--- config.mk ---
export PLATFORM = sky130hd
export DESIGN_NAME = fmpg_regs
export DESIGN_NICKNAME = d
export VERILOG_FILES = /design/src/design/fmpg_pkg.sv /design/src/design/fmpg_tree.sv /design/src/design/fmpg_regs.sv
export VERILOG_INCLUDE_DIRS = /design/src /design/src/design
export SDC_FILE = /design/constraint.sdc
export NUM_CORES = 1
export LEC_CHECK = 0
export ABC_AREA = 0
export BUFFER_PORTS_ARGS = -buffer_cell sky130_fd_sc_hd__clkbuf_2
export CAP_MARGIN = 20
export CORE_ASPECT_RATIO = 0.9
export CORE_MARGIN = 2
export CORE_UTILIZATION = 64
export DETAILED_ROUTE_END_ITERATION = 16
export GPL_ROUTABILITY_DRIVEN = 0
export PLACE_DENSITY = 0.88
export SETUP_SLACK_MARGIN = 0.4
export SYNTH_ARGS = -nofsm -noshare
export SYNTH_HDL_FRONTEND = slang
export SYNTH_HIERARCHICAL = 1
export SYNTH_SLANG_ARGS = --single-unit
export TNS_END_PERCENT = 10
--- constraint.sdc ---
create_clock -name core_clk -period 2.8 [get_ports core_clk]
set_input_delay 0 -clock core_clk [delete_from_list [all_inputs] [get_ports core_clk]]
set_output_delay 0 -clock core_clk [all_outputs]
set_load 0.005 [all_outputs]
--- src/design/fmpg_map.svh ---
`ifndef FMPG_MAP_SVH
`define FMPG_MAP_SVH

// register offsets on the two-wire host port
`define FMPG_OFS_RAIL_FAULT_MASK_B   8'ha3
`define FMPG_OFS_OUTPUT1_PG_SELECT_A 8'ha4
`define FMPG_OFS_OUTPUT1_PG_SELECT_B 8'ha5

// factory option values (one variant as default)
`define FMPG_RST_RAIL_FAULT_MASK_B   8'h27
`define FMPG_RST_OUTPUT1_PG_SELECT_A 8'hfd
`define FMPG_RST_OUTPUT1_PG_SELECT_B 8'hff

// fault-mask field positions
`define FMPG_FM_RO_BIT         7
`define FMPG_FM_AUX_LDO1       4
`define FMPG_FM_TERMINATION    3
`define FMPG_FM_SWITCH_B2      2
`define FMPG_FM_SWITCH_B1      1
`define FMPG_FM_AUX_LDO3       0

// serial framing
`define FMPG_BYTE_LAST_BIT     4'h7
`define FMPG_BYTE_BITS         4'h8
`define FMPG_UNMAPPED_READ     8'h00
`define FMPG_SYNC_RESET        6'h03
`define FMPG_DEV_ADDR_DEFAULT  7'h5e

`endif

--- src/design/fmpg_pkg.sv ---
package fmpg_pkg;

    typedef enum logic [2:0] {
        FMPG_IDLE      = 3'b000,
        FMPG_ADDR      = 3'b001,
        FMPG_ACK_ADDR  = 3'b010,
        FMPG_PTR       = 3'b011,
        FMPG_ACK_BYTE  = 3'b100,
        FMPG_WDATA     = 3'b101,
        FMPG_RDATA     = 3'b110,
        FMPG_RACK      = 3'b111
    } fmpg_state_e;

    typedef logic [7:0] fmpg_byte_t;

endpackage

--- src/design/fmpg_tree.sv ---
`timescale 1ns/100ps
`default_nettype none

module fmpg_tree
    import fmpg_pkg::*;
#(
    parameter int NUM_BUCK = 6
) (
    // clock and reset
    input  wire logic               core_clk,
    input  wire logic               reset,
    // register fields
    input  wire logic [4:0]         faultMask,
    input  wire fmpg_byte_t         selectA,
    input  wire fmpg_byte_t         selectB,
    // rail status
    input  wire logic [4:0]         railFault,
    input  wire logic [NUM_BUCK-1:0] buckPg,
    input  wire logic               auxLdo2Pg,
    input  wire logic               switchA1Pg,
    input  wire logic [3:0]         ctrlIn,
    input  wire logic               terminationPg,
    input  wire logic               sharedRailPg,
    input  wire logic               switchB1Pg,
    input  wire logic               auxLdo3Pg,
    // results
    output logic                    generalOutputOne,
    output logic                    shutdownRequest
);

    if (NUM_BUCK != 6) begin : g_bad_buck
        $error("fmpg_tree serves exactly six buck rails");
    end

    wire logic [4:0] faultLive;
    wire logic [5:0] buckPass;
    wire logic [1:0] upperPass;
    wire logic [3:0] ctrlPass;
    wire logic       termPass;
    wire logic       sharedPass;
    wire logic       swB1Pass;
    wire logic       ldo3Pass;
    wire logic       treeGood;

    // a masked fault is dropped before the shutdown vote
    genvar i;
    for (i = 0; i < 5; i++) begin : g_fault
        assign faultLive[i] = railFault[i] & ~faultMask[i];
    end

    assign upperPass  = {auxLdo2Pg, switchA1Pg} | selectA[7:6];
    assign buckPass   = buckPg | selectA[5:0];
    assign ctrlPass   = ctrlIn | selectB[7:4];
    assign termPass   = terminationPg | selectB[3];
    assign sharedPass = sharedRailPg | selectB[2];
    assign swB1Pass   = switchB1Pg | selectB[1];
    assign ldo3Pass   = auxLdo3Pg | selectB[0];

    // ignored sources pass as good, so they cannot pull the pin low
    assign treeGood = &{upperPass, buckPass, ctrlPass, termPass,
                        sharedPass, swB1Pass, ldo3Pass};

    always_ff @(posedge core_clk) begin
        if (reset) begin
            generalOutputOne <= 1'b0;
            shutdownRequest  <= 1'b0;
        end else begin
            generalOutputOne <= treeGood;
            shutdownRequest  <= |faultLive;
        end
    end

endmodule // fmpg_tree

`default_nettype wire

--- src/design/fmpg_regs.sv ---
// Operation
// host writes zero into fault-mask-b reserved bit 6.
// host writes one into fault-mask-b reserved bit 5.
// fault-mask-b bit 4 set stops aux LDO one faults causing shutdown.
// fault-mask-b bit 3 set stops termination regulator faults causing shutdown.
// fault-mask-b bit 2 set stops load switch B two faults causing shutdown.
// fault-mask-b bit 1 set stops load switch B one faults causing shutdown.
// fault-mask-b bit 0 set stops aux LDO three faults causing shutdown.
// select-a bit 7 clear includes aux LDO two power-good in output one.
// select-a bit 6 clear includes load switch A one power-good.
// select-a bits 5..0 clear include buck six..one power-good.
// select-b bits 7..4 clear include control inputs five, four, two, one.
// select-b bit 3 clear includes termination regulator power-good.
// select-b bit 2 clear includes shared switch/LDO rail power-good.
// select-b bit 1 clear includes load switch B one power-good.
// select-b bit 0 clear includes aux LDO three power-good.
// reset loads all three registers from factory option values.
// output one is good only when every included source is good.
// fault-mask-b bit 7 is read-only, returning its factory value.
`include "fmpg_map.svh"
`timescale 1ns/100ps
`default_nettype none

module fmpg_regs
    import fmpg_pkg::*;
#(
    parameter logic [6:0] DEV_ADDR     = `FMPG_DEV_ADDR_DEFAULT, // arbitrary value
    parameter fmpg_byte_t FAULT_MASK_B = `FMPG_RST_RAIL_FAULT_MASK_B,
    parameter fmpg_byte_t SELECT_A     = `FMPG_RST_OUTPUT1_PG_SELECT_A,
    parameter fmpg_byte_t SELECT_B     = `FMPG_RST_OUTPUT1_PG_SELECT_B
) (
    // clock and reset
    input  wire logic        core_clk,
    input  wire logic        reset,
    // two-wire host port
    input  wire logic        sclPin,
    input  wire logic        sdaPin,
    output logic             sdaOut,
    output logic             sdaOe,
    // control input pins five, four, two, one
    input  wire logic [3:0]  ctrlPin,
    // rail power-good
    input  wire logic [5:0]  buckPg,
    input  wire logic        auxLdo2Pg,
    input  wire logic        switchA1Pg,
    input  wire logic        terminationPg,
    input  wire logic        sharedRailPg,
    input  wire logic        switchB1Pg,
    input  wire logic        auxLdo3Pg,
    // rail faults
    input  wire logic        auxLdo1Fault,
    input  wire logic        terminationFault,
    input  wire logic        switchB2Fault,
    input  wire logic        switchB1Fault,
    input  wire logic        auxLdo3Fault,
    // results
    output logic             generalOutputOne,
    output logic             shutdownRequest
);

    // ------------------------------------------------------------
    // pin synchronisers
    // ------------------------------------------------------------
    wire logic [5:0] pinRaw;
    logic      [5:0] syncA;
    logic      [5:0] syncB;
    logic      [5:0] syncC;
    logic      [5:0] pinStable;

    assign pinRaw = {ctrlPin, sdaPin, sclPin};

    // a change is only taken once stages two and three agree
    genvar g;
    for (g = 0; g < 6; g++) begin : g_sync
        always_ff @(posedge core_clk) begin
            if (reset) begin
                syncA[g]     <= 1'(`FMPG_SYNC_RESET >> g);
                syncB[g]     <= 1'(`FMPG_SYNC_RESET >> g);
                syncC[g]     <= 1'(`FMPG_SYNC_RESET >> g);
                pinStable[g] <= 1'(`FMPG_SYNC_RESET >> g);
            end else begin
                syncA[g] <= pinRaw[g];
                syncB[g] <= syncA[g];
                syncC[g] <= syncB[g];
                if (syncB[g] == syncC[g]) begin
                    pinStable[g] <= syncC[g];
                end
            end
        end
    end

    // ------------------------------------------------------------
    // bus events
    // ------------------------------------------------------------
    logic       sclPrev;
    logic       sdaPrev;
    wire  logic sclNow;
    wire  logic sdaNow;
    wire  logic sclRise;
    wire  logic sclFall;
    wire  logic startSeen;
    wire  logic stopSeen;

    assign sclNow    = pinStable[0];
    assign sdaNow    = pinStable[1];
    assign sclRise   = sclNow & ~sclPrev;
    assign sclFall   = ~sclNow & sclPrev;
    assign startSeen = sclNow & sclPrev & sdaPrev & ~sdaNow;
    assign stopSeen  = sclNow & sclPrev & ~sdaPrev & sdaNow;

    always_ff @(posedge core_clk) begin
        if (reset) begin
            sclPrev <= 1'b1;
            sdaPrev <= 1'b1;
        end else begin
            sclPrev <= sclNow;
            sdaPrev <= sdaNow;
        end
    end

    // ------------------------------------------------------------
    // register storage
    // ------------------------------------------------------------
    fmpg_byte_t railFaultMaskB;
    fmpg_byte_t output1PgSelectA;
    fmpg_byte_t output1PgSelectB;
    fmpg_byte_t regPtr;
    fmpg_byte_t shiftReg;
    logic       writeStrobe;

    // unmapped offsets read as zero and swallow writes
    function automatic fmpg_byte_t regRead(input fmpg_byte_t ofs,
                                           input fmpg_byte_t fm,
                                           input fmpg_byte_t sa,
                                           input fmpg_byte_t sb);
        case (ofs)
            `FMPG_OFS_RAIL_FAULT_MASK_B:   regRead = fm;
            `FMPG_OFS_OUTPUT1_PG_SELECT_A: regRead = sa;
            `FMPG_OFS_OUTPUT1_PG_SELECT_B: regRead = sb;
            default:                       regRead = `FMPG_UNMAPPED_READ;
        endcase
    endfunction

    wire fmpg_byte_t readData;
    wire logic       hitFault;
    wire logic       hitSelA;
    wire logic       hitSelB;
    wire fmpg_byte_t next_faultMaskB;

    assign readData = regRead(regPtr, railFaultMaskB, output1PgSelectA, output1PgSelectB);
    assign hitFault = writeStrobe & (regPtr == `FMPG_OFS_RAIL_FAULT_MASK_B);
    assign hitSelA  = writeStrobe & (regPtr == `FMPG_OFS_OUTPUT1_PG_SELECT_A);
    assign hitSelB  = writeStrobe & (regPtr == `FMPG_OFS_OUTPUT1_PG_SELECT_B);

    // top bit keeps its factory value whatever the host writes
    assign next_faultMaskB = {FAULT_MASK_B[`FMPG_FM_RO_BIT],
                              shiftReg[`FMPG_FM_RO_BIT-1:0]};

    always_ff @(posedge core_clk) begin
        if (reset) begin
            railFaultMaskB   <= FAULT_MASK_B;
            output1PgSelectA <= SELECT_A;
            output1PgSelectB <= SELECT_B;
        end else begin
            if (hitFault) begin
                railFaultMaskB <= next_faultMaskB;
            end
            if (hitSelA) begin
                output1PgSelectA <= shiftReg;
            end
            if (hitSelB) begin
                output1PgSelectB <= shiftReg;
            end
        end
    end

    // ------------------------------------------------------------
    // serial target
    // ------------------------------------------------------------
    fmpg_state_e state;
    logic [3:0]  bitCnt;
    logic        readMode;
    logic        hostAck;
    wire  logic  byteDone;
    wire  logic  addrMatch;

    assign byteDone  = sclFall & (bitCnt == `FMPG_BYTE_BITS);
    assign addrMatch = (shiftReg[7:1] == DEV_ADDR);

    // sda only ever changes while scl is low, so no false start or stop
    always_ff @(posedge core_clk) begin
        if (reset) begin
            state       <= FMPG_IDLE;
            bitCnt      <= 4'h0;
            readMode    <= 1'b0;
            hostAck     <= 1'b0;
            regPtr      <= 8'h00;
            shiftReg    <= 8'h00;
            sdaOe       <= 1'b0;
            sdaOut      <= 1'b0;
            writeStrobe <= 1'b0;
        end else begin
            writeStrobe <= 1'b0;
            sdaOut      <= 1'b0;
            if (startSeen) begin
                state  <= FMPG_ADDR;
                bitCnt <= 4'h0;
                sdaOe  <= 1'b0;
            end else if (stopSeen) begin
                state <= FMPG_IDLE;
                sdaOe <= 1'b0;
            end else begin
                case (state)
                    FMPG_IDLE: begin
                        sdaOe <= 1'b0;
                    end
                    FMPG_ADDR, FMPG_PTR, FMPG_WDATA: begin
                        if (sclRise) begin
                            shiftReg <= {shiftReg[6:0], sdaNow};
                            bitCnt   <= bitCnt + 4'h1;
                        end else if (byteDone) begin
                            bitCnt <= 4'h0;
                            if (state == FMPG_ADDR) begin
                                if (addrMatch) begin
                                    readMode <= shiftReg[0];
                                    sdaOe    <= 1'b1;
                                    state    <= FMPG_ACK_ADDR;
                                end else begin
                                    state <= FMPG_IDLE;
                                end
                            end else if (state == FMPG_PTR) begin
                                regPtr <= shiftReg;
                                sdaOe  <= 1'b1;
                                state  <= FMPG_ACK_BYTE;
                            end else begin
                                writeStrobe <= 1'b1;
                                sdaOe       <= 1'b1;
                                state       <= FMPG_ACK_BYTE;
                            end
                        end
                    end
                    FMPG_ACK_ADDR: begin
                        if (sclFall) begin
                            bitCnt <= 4'h0;
                            if (readMode) begin
                                shiftReg <= readData;
                                sdaOe    <= ~readData[7];
                                state    <= FMPG_RDATA;
                            end else begin
                                sdaOe <= 1'b0;
                                state <= FMPG_PTR;
                            end
                        end
                    end
                    FMPG_ACK_BYTE: begin
                        // pointer steps after a data byte, never after the pointer byte
                        if (writeStrobe) begin
                            regPtr <= regPtr + 8'h01;
                        end
                        if (sclFall) begin
                            sdaOe  <= 1'b0;
                            bitCnt <= 4'h0;
                            state  <= FMPG_WDATA;
                        end
                    end
                    FMPG_RDATA: begin
                        if (sclFall) begin
                            if (bitCnt == `FMPG_BYTE_LAST_BIT) begin
                                sdaOe  <= 1'b0;
                                regPtr <= regPtr + 8'h01;
                                state  <= FMPG_RACK;
                            end else begin
                                shiftReg <= {shiftReg[6:0], 1'b0};
                                sdaOe    <= ~shiftReg[6];
                                bitCnt   <= bitCnt + 4'h1;
                            end
                        end
                    end
                    FMPG_RACK: begin
                        if (sclRise) begin
                            hostAck <= ~sdaNow;
                        end else if (sclFall) begin
                            bitCnt <= 4'h0;
                            if (hostAck) begin
                                shiftReg <= readData;
                                sdaOe    <= ~readData[7];
                                state    <= FMPG_RDATA;
                            end else begin
                                state <= FMPG_IDLE;
                            end
                        end
                    end
                    default: begin
                        state <= FMPG_IDLE;
                        sdaOe <= 1'b0;
                    end
                endcase
            end
        end
    end

    // ------------------------------------------------------------
    // fault gate and power-good tree
    // ------------------------------------------------------------
    wire logic [4:0] railFault;
    wire logic [4:0] faultMaskField;

    assign railFault = {auxLdo1Fault, terminationFault, switchB2Fault,
                        switchB1Fault, auxLdo3Fault};
    assign faultMaskField = {railFaultMaskB[`FMPG_FM_AUX_LDO1],
                             railFaultMaskB[`FMPG_FM_TERMINATION],
                             railFaultMaskB[`FMPG_FM_SWITCH_B2],
                             railFaultMaskB[`FMPG_FM_SWITCH_B1],
                             railFaultMaskB[`FMPG_FM_AUX_LDO3]};

    fmpg_tree #(
        .NUM_BUCK (6)
    ) u_tree (
        .core_clk         (core_clk),
        .reset            (reset),
        .faultMask        (faultMaskField),
        .selectA          (output1PgSelectA),
        .selectB          (output1PgSelectB),
        .railFault        (railFault),
        .buckPg           (buckPg),
        .auxLdo2Pg        (auxLdo2Pg),
        .switchA1Pg       (switchA1Pg),
        .ctrlIn           (pinStable[5:2]),
        .terminationPg    (terminationPg),
        .sharedRailPg     (sharedRailPg),
        .switchB1Pg       (switchB1Pg),
        .auxLdo3Pg        (auxLdo3Pg),
        .generalOutputOne (generalOutputOne),
        .shutdownRequest  (shutdownRequest)
    );

endmodule // fmpg_regs

`default_nettype wire

## Word level (Yosys, flattened, before mapping)

Index checks and enable logic that the tools add are counted.

- Flip-flop bits (word level): 78
- Output and inout port bits: 4

- Bitwise gates (word level): 39
- Reduce and logical (&&, ||, !) cells: 21
- Add/subtract/negate cells: 2
- Equal/unequal tests: 44
- Muxes and demuxes: 54

Operators with widths:

| operator | number |
|---|---|
| 2-to-1 mux 8 bit | 15 |
| one-hot mux 8 bit (3 select lines) | 2 |
| 2-to-1 mux 3 bit | 11 |
| != test 4 bit, second input constant | 8 |
| one-hot mux 8 bit (4 select lines) | 1 |
| != test 2 bit, second input constant | 15 |
| AND reduction 9 bit | 3 |
| == test 8 bit, second input constant | 3 |
| 2-to-1 mux 4 bit | 6 |
| bitwise AND 1 bit | 16 |
| NOT 1 bit | 16 |
| one-hot mux 4 bit (4 select lines) | 1 |
| AND reduction 16 bit | 1 |
| 2-to-1 mux 1 bit | 15 |
| one-hot mux 3 bit (5 select lines) | 1 |
| == test 3 bit, second input constant | 4 |
| AND reduction 11 bit | 1 |
| AND reduction 10 bit | 1 |
| adder 8 x 1 -> 8 bit, second input constant | 1 |
| nonzero test 4 bit | 2 |
| == test 7 bit, second input constant | 1 |
| AND reduction 7 bit | 1 |
| nonzero test 7 bit | 1 |
| OR reduction 7 bit | 1 |
| other kinds (21) | 33 |

## Logic depth before layout (Yosys ltp)

Gate-level depths: netlist (run 1).

- Depth in word-level cells: 8
- Depth in mapped cells: 8

## Modules after synthesis

Netlist (run 1), hierarchy kept.

Modules (own cells, without submodules):

| module | cells each | times used | area an instance (um^2) |
|---|---|---|---|
| fmpg_regs | 400 | 1 | 3533.4 |
| fmpg_tree | 21 | 1 | 158.9 |

## Least setup slack after synthesis (run 1)

No wires, ideal clock.

- Path kind: reg2reg
- Start: register bitCnt[0]
- End: register regPtr[2]
- Setup slack: 1.051 ns
- Required time: 2.668 ns
- Cell stages (with the launch flop): 8
- Path buffers: 1
- Data arrival time: 1.616 ns
- Path through: dfxtp_1 ha_1 nand3b_1 and2_4 or4_1 buf_2 o21ai_0 a21oi_1

- Longest elaborated chain between the ends: 4
- Elaborated cells on any way between the ends: 6
- Those cells by class: eq/ne (4); bitwise (1); reduce/logical (1)

RTL lines:

| element | RTL line | source |
|---|---|---|
| from (decl) | fmpg_regs.sv:181 | `logic [3:0] bitCnt;` |
| from (signal assigned) | fmpg_regs.sv:220 | `bitCnt <= bitCnt + 4'h1;` |
| from (signal assigned) | fmpg_regs.sv:275 | `bitCnt <= bitCnt + 4'h1;` |
| == test 4 bit (no source line) | - |  |
| bitwise AND 1 bit | fmpg_regs.sv:187 | `` assign byteDone = sclFall & (bitCnt == `FMPG_BYTE_BITS); `` |
| != test 2 bit (no source line) | - |  |
| AND reduction 10 bit (no source line) (*) | - |  |
| to (signal assigned) | fmpg_regs.sv:232 | `regPtr <= shiftReg;` |
| to (signal assigned) | fmpg_regs.sv:258 | `regPtr <= regPtr + 8'h01;` |
| to (signal assigned) | fmpg_regs.sv:270 | `regPtr <= regPtr + 8'h01;` |
| to (decl) | fmpg_regs.sv:127 | `fmpg_byte_t regPtr;` |

Every way passes the cells marked *; elsewhere a longest branch is shown, timed or not.
A chain may end at the register's enable or synchronous reset.

## Final worst setup path (run 1)

- Start: register state[1]
- End: register regPtr[4]

- Longest elaborated chain between the ends: 4
- Elaborated cells on any way between the ends: 16
- Those cells by class: eq/ne (12); mux (1); reduce/logical (3)

RTL lines:

| element | RTL line | source |
|---|---|---|
| from (decl) | fmpg_regs.sv:180 | `fmpg_state_e state;` |
| from (signal assigned) | fmpg_regs.sv:193 | `state <= FMPG_IDLE;` |
| from (signal assigned) | fmpg_regs.sv:206 | `state <= FMPG_ADDR;` |
| from (signal assigned) | fmpg_regs.sv:210 | `state <= FMPG_IDLE;` |
| == test 3 x 1 -> 1 bit, or another cell as far along | fmpg_regs.sv:213, fmpg_regs.sv:223 |  |
| OR reduction 3 bit | fmpg_regs.sv:213 | `case (state)` |
| != test 2 bit (no source line) or nonzero test 3 bit (tied branches) | - |  |
| AND reduction 10 bit (no source line) | - |  |

Several ways; a longest one is shown, not always the timed one.

==> metrics.md, run 1 <==
| Metric | Value |
|---|---|
| Final worst slack | `between 0.5 and 0.6 ns` |
| Number of inserted diodes | `0` |
| Minimum clock period | `~2.2 ns` |
| DRC Markers | `0` |
| Reg clk slew, reported paths | `about 0.090 ns` |
| Post-route ant nets | `0` |
| Rel. slew slack | `0.547` |
| Ys flop type | `dfxtp_1` |
| Share of layout cells above drive strength 1 | `0.149` |
| HPWL Detailed | `about 5.8 mm` |
| Avg WL per Cell | `~16 um` |
| CTS tree | `built` |
| Outcome | `complete, no violations` |
| Required @ worst endpoint | `approximately 3.1 ns` |
| Vias | `~3300` |
| F_max | `~450 MHz` |
| Max IR drop VDD | `roughly 0.00057 V` |
| Final worst-path cycle share | `0.800` |
| Post-synthesis register bit count | `78` |
| # IOs | `29` |
| Seq/Total Area, Yosys | `0.423` |
| Grt ovf | `0` |
| Std-Cell Rows | `26` |
| Clock buffer depth | `2` |
| RSZ-0062 raised after global routing | `no` |
| All-layer global routing usage | `0.277` |
| Final Hold Vio Count | `0` |
| Starting Density | `0.656` |
| Leakage | `between 0.0015 and 0.002 uW` |
| Final max-slew violation count | `0` |
| Crit-path cells | `and3b_1 -> a211oi_1 -> or4_1 -> o32ai_1` |
| Synth cell types | `60` |
| Fillers | `407` |
| EDFF count, synth | `0` |
| Core ar. | `5630 sq um` |
| Area delta synth->final | `12.2%` |
| Critical Path Start Type | `register` |
| Hold Crit Class | `primary input to register` |
| Critical path's largest stage delay | `roughly 0.76 ns` |
| Final setup skew | `between 0.009 and 0.01 ns` |
| Avg Synthesized Cell Area | `between 8 and 9 sq um` |
| Post-CTS Setup Bufs | `0` |
| Largest net degree at the start of global routing | `30` |
| WS Path Type | `register to register` |
| Yosys warnings | `6` |
| DRT Pass-1 Iters | `5` |
| Crit path buffers/inverters | `0` |
| Max Cap Viol | `0` |
| Root Buffer Master | `clkbuf_8` |
| Syn nets | `between 400 and 500` |
| Initial antenna violation count | `0` |
| CP top delay family | `simple AND/OR/NAND/NOR gates` |
| Die height | `roughly 76 um` |
| Vias per cell | `about 6.3` |
| Die span in x | `approximately 84 um` |
| Skew-Pair Late Insertion Delay | `0.36 ns` |
| Total CTS buffers | `9` |
| Post-Layout Cell Count | `527` |
| PortBufs | `27` |
| Die area | `6390 sq um` |
| Synthesized area | `about 3700 sq um` |
| Power Dens Cells | `486 nW/um^2` |
| Vias in the first global route | `3110` |
| Async set-reset flop share out of synthesis | `0` |
| Crit. End Element | `register` |
| Initial DRC Count | `between 300 and 400` |
| Pre-CTS setup slack | `approximately 0.59 ns` |
| Clock Sinks | `78` |
| Arrival time at the worst endpoint | `roughly 2.5 ns` |
| Wirelength, routed | `approximately 8.6 mm` |
| Placed Instances | `about 500` |
| Final nets | `482` |
| Final Setup Violations | `0` |
| Mapped Cells | `421` |
| First-pass GRT wire length | `14.5 mm` |
| Slowest CP cell | `dfxtp_1` |
| Post-CTS resize count | `0` |
| TNS Setup | `0 ns` |
| Slew at the pin closest to its max-slew limit | `about 0.68 ns` |
| CP max FO | `23` |
| CTS H-tree lvls | `3` |
## cell usage after synthesis, drive strengths merged (5+ instances only)
cell | number | area, sq um
dfxtp | 78 | 1560
nand2 | 49 | 184
nor2 | 33 | 124
mux2i | 29 | 290
a21oi | 18 | 90.1
o21ai | 17 | 85.1
nor2b | 16 | 100
nor3 | 15 | 75.1
o22ai | 13 | 81.3
clkbuf | 12 | 45.0
inv | 12 | 45.0
nand3 | 12 | 60.1
a211oi | 9 | 67.6
a22o | 9 | 78.8
buf | 9 | 46.3
or2 | 9 | 56.3
nand2b | 8 | 50.1
a22oi | 7 | 52.6
nor4 | 6 | 65.1
ha | 5 | 62.6
## layer usage
layer | share of wire | vias to the layer above | track usage | routed length (um)
met1 | 0.43 | 1533 | 0.358 | 3730
met3 | 0.078 | 40 | 0.0704 | 673
met4 | 0.025 | 0 | 0.0984 | 217
met2 | 0.46 | 157 | 0.449 | 3970
li1 | - | 1588 | - | -
met5 | 0 | - | 0 | 0
## per-stage QoR
stage | utilization | hold WS, ns | instance area [sq um] | power (uW)
2_1_floorplan | - | 0.0694 | 3690 | 1180
3_3_place_gp | 0.686 | 0.184 | 3860 | 1200
3_5_place_dp | 0.686 | 0.186 | 3860 | 1210
4_1_cts | 0.736 | 0.0280 | 4140 | 2030
5_1_grt | 0.736 | 0.0620 | 4140 | 2070
6_report | 0.736 | 0.0665 | 4140 | 2020
## cell families after synthesis
| group | count (synthesis) | synth area share |
|---|---|---|
| AO/OA/AOI/OAI | 102 | 0.197 |
| multiplexers | 29 | 0.0786 |
| adder cells (fa/ha/maj) | 5 | 0.0169 |
| buffers and inverters | 34 | 0.0379 |
| flip-flops | 78 | 0.423 |
| other | 1 | 0.00102 |
| AND/OR/NAND/NOR | 171 | 0.243 |
| XOR/XNOR | 1 | 0.00237 |
## final cells by class
cell class | instances | area [sq um] | area share
flip-flops and latches | 78 | 1560 | 0.377
multi-input cells | 309 | 1990 | 0.480
clock buffers | 9 | 124 | 0.0299
well taps | 70 | 87.6 | 0.0211
inverters | 13 | 48.8 | 0.0118
repair buffers | 41 | 263 | 0.0634
clock inverters | 7 | 68.8 | 0.0166
## report_power, final
part           internal, uW  switching [uW]  total (uW)
logic                  32.8            32.1        64.9
registers              1120            4.44        1130
clock network           353             473         826
## placed cells by master, fill, tap and decap left out, types with 4 or more instances in the layout
cell type	synthesis	final
a211oi_1	9	9
a21oi_1	18	18
a22o_1	9	9
a22oi_1	7	7
and3_1	4	4
buf_4	1	5
clkbuf_2	0	27
clkbuf_8	0	9
dfxtp_1	78	78
dlygate4sd3_1	0	9
ha_1	5	5
inv_1	12	12
inv_6	0	4
mux2i_1	29	29
nand2_1	49	49
nand2b_1	8	8
nand3_1	12	12
nor2_1	33	33
nor2b_1	16	16
nor3_1	15	15
o21ai_0	17	17
o22ai_1	13	13
or2_2	9	9
## worst register-to-register path, delay by kind of cell (launching register included)
kind               cells  cell delay [ns]
and+or+nand+nor        2             0.98
AOI/OAI and AO/OA      2             0.40
DFF                    1             0.76
## flip-flops by register name, indices dropped and copies added, names as in the netlist, 3 cells and up
signal	count
railFaultMaskB	7
bitCnt	4
pinStable	4
syncC	6
state	3
syncB	6
regPtr	8
output1PgSelectB	8
shiftReg	8
output1PgSelectA	8
syncA	6
## worst paths after layout
check / startpoint / slack (ns) / cells past startpoint / end
setup / recovery: state[1]$_SDFFE_PP0P_ / 0.56 / 4 / regPtr[4]$_SDFFE_PP0P_
hold / removal: sharedRailPg / 0.07 / 4 / u_tree/generalOutputOne$_SDFF_PP0_
setup reg to reg: state[1]$_SDFFE_PP0P_ / 0.56 / 4 / regPtr[4]$_SDFFE_PP0P_
hold reg to reg: syncA[1]$_SDFF_PP1_ / 0.42 / 1 / syncB[1]$_SDFF_PP1_
## repair_timing
action / CTS / global route
endpoints found under the setup margin: 0 / 0
hold buffers: 9 / 0
endpoints found under the hold margin: 8 / 0
No activity file was read; power rests on OpenSTA's default activity.
==> run 2: changes to the inputs <==
--- a/config.mk
+++ b/config.mk
@@ -6,15 +6,15 @@
 export SDC_FILE = /design/constraint.sdc
 export NUM_CORES = 1
 export LEC_CHECK = 0
-export ABC_AREA = 0
+export ABC_AREA = 1
 export BUFFER_PORTS_ARGS = -buffer_cell sky130_fd_sc_hd__clkbuf_2
 export CAP_MARGIN = 20
 export CORE_ASPECT_RATIO = 0.9
 export CORE_MARGIN = 2
-export CORE_UTILIZATION = 64
+export CORE_UTILIZATION = 60
 export DETAILED_ROUTE_END_ITERATION = 16
 export GPL_ROUTABILITY_DRIVEN = 0
-export PLACE_DENSITY = 0.88
+export PLACE_DENSITY = 0.83
 export SETUP_SLACK_MARGIN = 0.4
 export SYNTH_ARGS = -nofsm -noshare
 export SYNTH_HDL_FRONTEND = slang
==> constraint.sdc (replaced) <==
create_clock -name core_clk -period 2.1 [get_ports core_clk]
set_input_delay 0 -clock core_clk [delete_from_list [all_inputs] [get_ports core_clk]]
set_output_delay 0 -clock core_clk [all_outputs]
set_load 0.005 [all_outputs]
==> run 2 against run 1 <==
Sequential cell count did not move. Fmax rose by 37%. Hold slack got worse by 0.063 ns. Largest power group unchanged. Non-clock buffer count rose by 4. Area after synthesis rose by 13%. Combinational power rose to 20 times the previous value. Critical path depth rose by 5. Final cell count rose by 45%. Largest cell class unchanged. Synthesized cell count rose by 49%. Via count rose by 26%.
==> metrics.md, run 2 <==
| Metric | Value |
|---|---|
| Core ar. | `6660 sq um (+18%)` |
| Arrival time at the worst endpoint | `1.89 ns (-0.61 ns)` |
| Minimum clock period | `1.64 ns (-0.606 ns)` |
| Top post-synthesis cells by area | `dfxtp_1 (37%), nand2_1 (14%), nor2_1 (8.7%), inv_1 (7.5%), nand3_1 (6.8%)` |
| Clock buffer depth | `2 (unchanged)` |
| Seq/Total Area, Yosys | `0.374 (-0.0494)` |
| Final Setup Violations | `0 (unchanged)` |
| Starting Density | `0.628 (-0.0281)` |
| Std-Cell Rows | `28 (+7.7%)` |
| Critical path's most frequent cell | `nand2_1` |
| Yosys warnings | `6 (unchanged)` |
| Critical path's largest stage delay | `0.46 ns (-0.30 ns)` |
| Ys flop type | `dfxtp_1` |
| Vias | `4191 (+26%)` |
| Final setup skew | `0.00814 ns (-0.00126 ns)` |
| EDFF count, synth | `0 (unchanged)` |
| Vias per cell | `5.49 (-13%)` |
| CTS tree | `built` |
| RSZ-0062 raised after global routing | `yes` |
| Critical path depth | `9 (+5)` |
| End of the worst hold path | `u_tree/generalOutputOne$_SDFF_PP0_` |
| Final nets | `699 (+45%)` |
| Reg clk slew, reported paths | `0.09 ns (about the same)` |
| Post-route ant nets | `0 (unchanged)` |
| HPWL Detailed | `7.05 mm (+21%)` |
| Power Dens Cells | `866 nW/um^2 (+78%)` |
| Grt ovf | `0 (unchanged)` |
| Final Hold Vio Count | `0 (unchanged)` |
| Share of layout cells above drive strength 1 | `0.154 (+0.00551)` |
| Worst R2R Setup Slack | `0.46 ns (-0.09 ns)` |
| Avg WL per Cell | `13.4 um (-18%)` |
| WS Path Type | `register to register` |
| Reg2reg start | `state[1]$_SDFFE_PP0P_` |
| Mapped Cells | `628 (+49%)` |
| Die span in x | `92.0 um (+9.4%)` |
| Hold depth | `5 (+1)` |
| Post-synthesis register bit count | `78 (unchanged)` |
| # IOs | `29 (unchanged)` |
| Synth top cells by count | `nand2_1 (156), nor2_1 (97), inv_1 (83)` |
| Initial DRC Count | `429 (+10%)` |
| Worst r2r dst | `state[0]$_SDFFE_PP0P_` |
| Critical Path Start Type | `register` |
| Slowest CP cell | `dfxtp_2` |
| Synthesized area | `4180 sq um (+13%)` |
| Final max-slew violation count | `0 (unchanged)` |
| Outcome | `complete, no violations` |
| Most frequent cells in the layout | `nand2_1 (155), nor2_1 (96), inv_1 (83)` |
| Commonest non-fill, non-tap cell in the layout | `nand2_1` |
| Total CTS buffers | `9 (unchanged)` |
| Async set-reset flop share out of synthesis | `0 (unchanged)` |
| Crit-path cells | `nand2_4 -> nor2_2 -> nand2_1 -> nand2_1 -> inv_1 -> nand3_1 -> nand2_1 -> a21oi_1 -> nor2_1` |
| CP top delay family | `simple AND/OR/NAND/NOR gates` |
| DRC Markers | `0 (unchanged)` |
| Leakage | `0.00239 uW (+40%)` |
| Initial antenna violation count | `0 (unchanged)` |
| Leading area contributor after synthesis | `dfxtp_1` |
| Crit. End Element | `register` |
| Syn nets | `658 (+46%)` |
| Crit path buffers/inverters | `1 (+1)` |
| Hold_sp | `switchB1Pg` |
| Die area | `7650 sq um (+20%)` |
| Die height | `83.2 um (+9.4%)` |
| CTS H-tree lvls | `3 (unchanged)` |
| Number of inserted diodes | `0 (unchanged)` |
| Required @ worst endpoint | `2.36 ns (-0.70 ns)` |
| Hold WS | `0.00374 ns (-0.0627 ns)` |
| First-pass GRT wire length | `16.7 mm (+15%)` |
| CP max FO | `9 (-61%)` |
| Final worst-path cycle share | `0.779 (-0.0216)` |
| Largest net degree at the start of global routing | `36 (+20%)` |
| TNS Setup | `0 ns (unchanged)` |
| PortBufs | `27 (unchanged)` |
| DRT Pass-1 Iters | `5 (unchanged)` |
| F_max | `611 MHz (+37%)` |
| Max IR drop VDD | `0.000568 V (-0.43%)` |
| Fillers | `564 (+39%)` |
| Skew-Pair Late Insertion Delay | `0.36 ns (about the same)` |
| Avg Synthesized Cell Area | `6.66 sq um (-24%)` |
| Area delta synth->final | `13.4%` |
| Synth cell types | `35 (-42%)` |
| Top-count cell post-synth | `nand2_1` |
| Vias in the first global route | `3703 (+19%)` |
| Root Buffer Master | `clkbuf_8` |
| Wirelength, routed | `10.2 mm (+19%)` |
| Worst-case reg-to-reg path depth | `9 (+5)` |
| Clock Sinks | `78 (unchanged)` |
| All-layer global routing usage | `0.268 (-0.00886)` |
| Hold Crit Class | `primary input to register` |
| Yosys top cell area share | `0.374 (-0.0494)` |
| Max Cap Viol | `0 (unchanged)` |
-- run 2: changes by cell type after synthesis, sizes merged, moves of 10 or more --
cell,delta
nand2,+116
inv,+76
nor2,+75
nand3,+49
mux2i,-29
o211ai,+20
nor2b,-16
nor3,-11
o22ai,-11
o21ai,+10
-- run 2: cells by family after synthesis --
logic type | Yosys count | synth area share
other | 1 | 0.000897
DFF | 78 | 0.374
AOI/OAI and AO/OA | 75 | 0.109
and+or+nand+nor | 359 | 0.389
xor gates and xnor gates | 2 | 0.00419
adders and majority gates | 5 | 0.0150
buffers and inverters | 108 | 0.109
-- run 2: worst max path at each step --
stage / slack, ns / endpoint / startpoint
floorplan: 0.60 / railFaultMaskB[0]$_SDFFE_PP1P_ / regPtr[0]$_SDFFE_PP0P_
global placement: 0.43 / railFaultMaskB[5]$_SDFFE_PP1P_ / regPtr[0]$_SDFFE_PP0P_
detailed placement: 0.36 / shiftReg[5]$_SDFFE_PP0P_ / state[0]$_SDFFE_PP0P_
CTS: 0.34 / shiftReg[5]$_SDFFE_PP0P_ / state[0]$_SDFFE_PP0P_
global route: 0.36 / shiftReg[3]$_SDFFE_PP0P_ / state[1]$_SDFFE_PP0P_
finish: 0.46 / state[0]$_SDFFE_PP0P_ / state[1]$_SDFFE_PP0P_
-- run 2: power breakdown --
| group | switching [uW] | total [uW] | internal, uW |
|---|---|---|---|
| registers | 133 | 1730 | 1600 |
| clock network | 630 | 1090 | 456 |
| logic | 833 | 1290 | 457 |
| total | 1600 | 4100 | 2510 |
-- run 2: per-layer routing --
metal	up-vias	GRT usage	wire length, um
li1	2068	-	-
met1	1875	0.355	4410
met2	220	0.428	4700
met3	28	0.0762	943
met4	0	0.0760	184
met5	-	0	0
-- run 2: final cells by class --
class,count,area [sq um],area share
clock buffer,9,124,0.0261
multi-input combinational,443,2180,0.460
sequential,78,1570,0.332
inverter,92,345,0.0729
clock inverter,7,61.3,0.0129
tap,90,113,0.0238
timing repair buffer,45,343,0.0723
-- run 2: per-stage QoR --
stage                     instances  area [sq um]  setup slack (ns)  total power (uW)   util
final                           764          4740             0.465              4100  0.712
after global routing            764          4740             0.362              4350  0.712
after CTS                       759          4640             0.344              3960  0.697
after detailed placement        733          4360             0.359              2880  0.655
after global placement          733          4360             0.431              2840  0.655
after floorplan                 628          4180             0.600              2620      -
-- run 2: what timing repair did --
item / 4_1_cts / 5_1_grt
gates resized for setup: 0 / 12
buffers inserted: 1 / 4
endpoints found under the hold margin: 8 / 0
pin swaps: 0 / 5
hold buffers: 9 / 0
endpoints found under the setup margin: 14 / 47
gates cloned: 0 / 1
-- run 2: tightest hold or removal path, stage by stage --
cell and delay (ns):
clkbuf_2 0.08, nor2_1 0.08, nor2_1 0.05, nand3_1 0.08, nor2_1 0.05
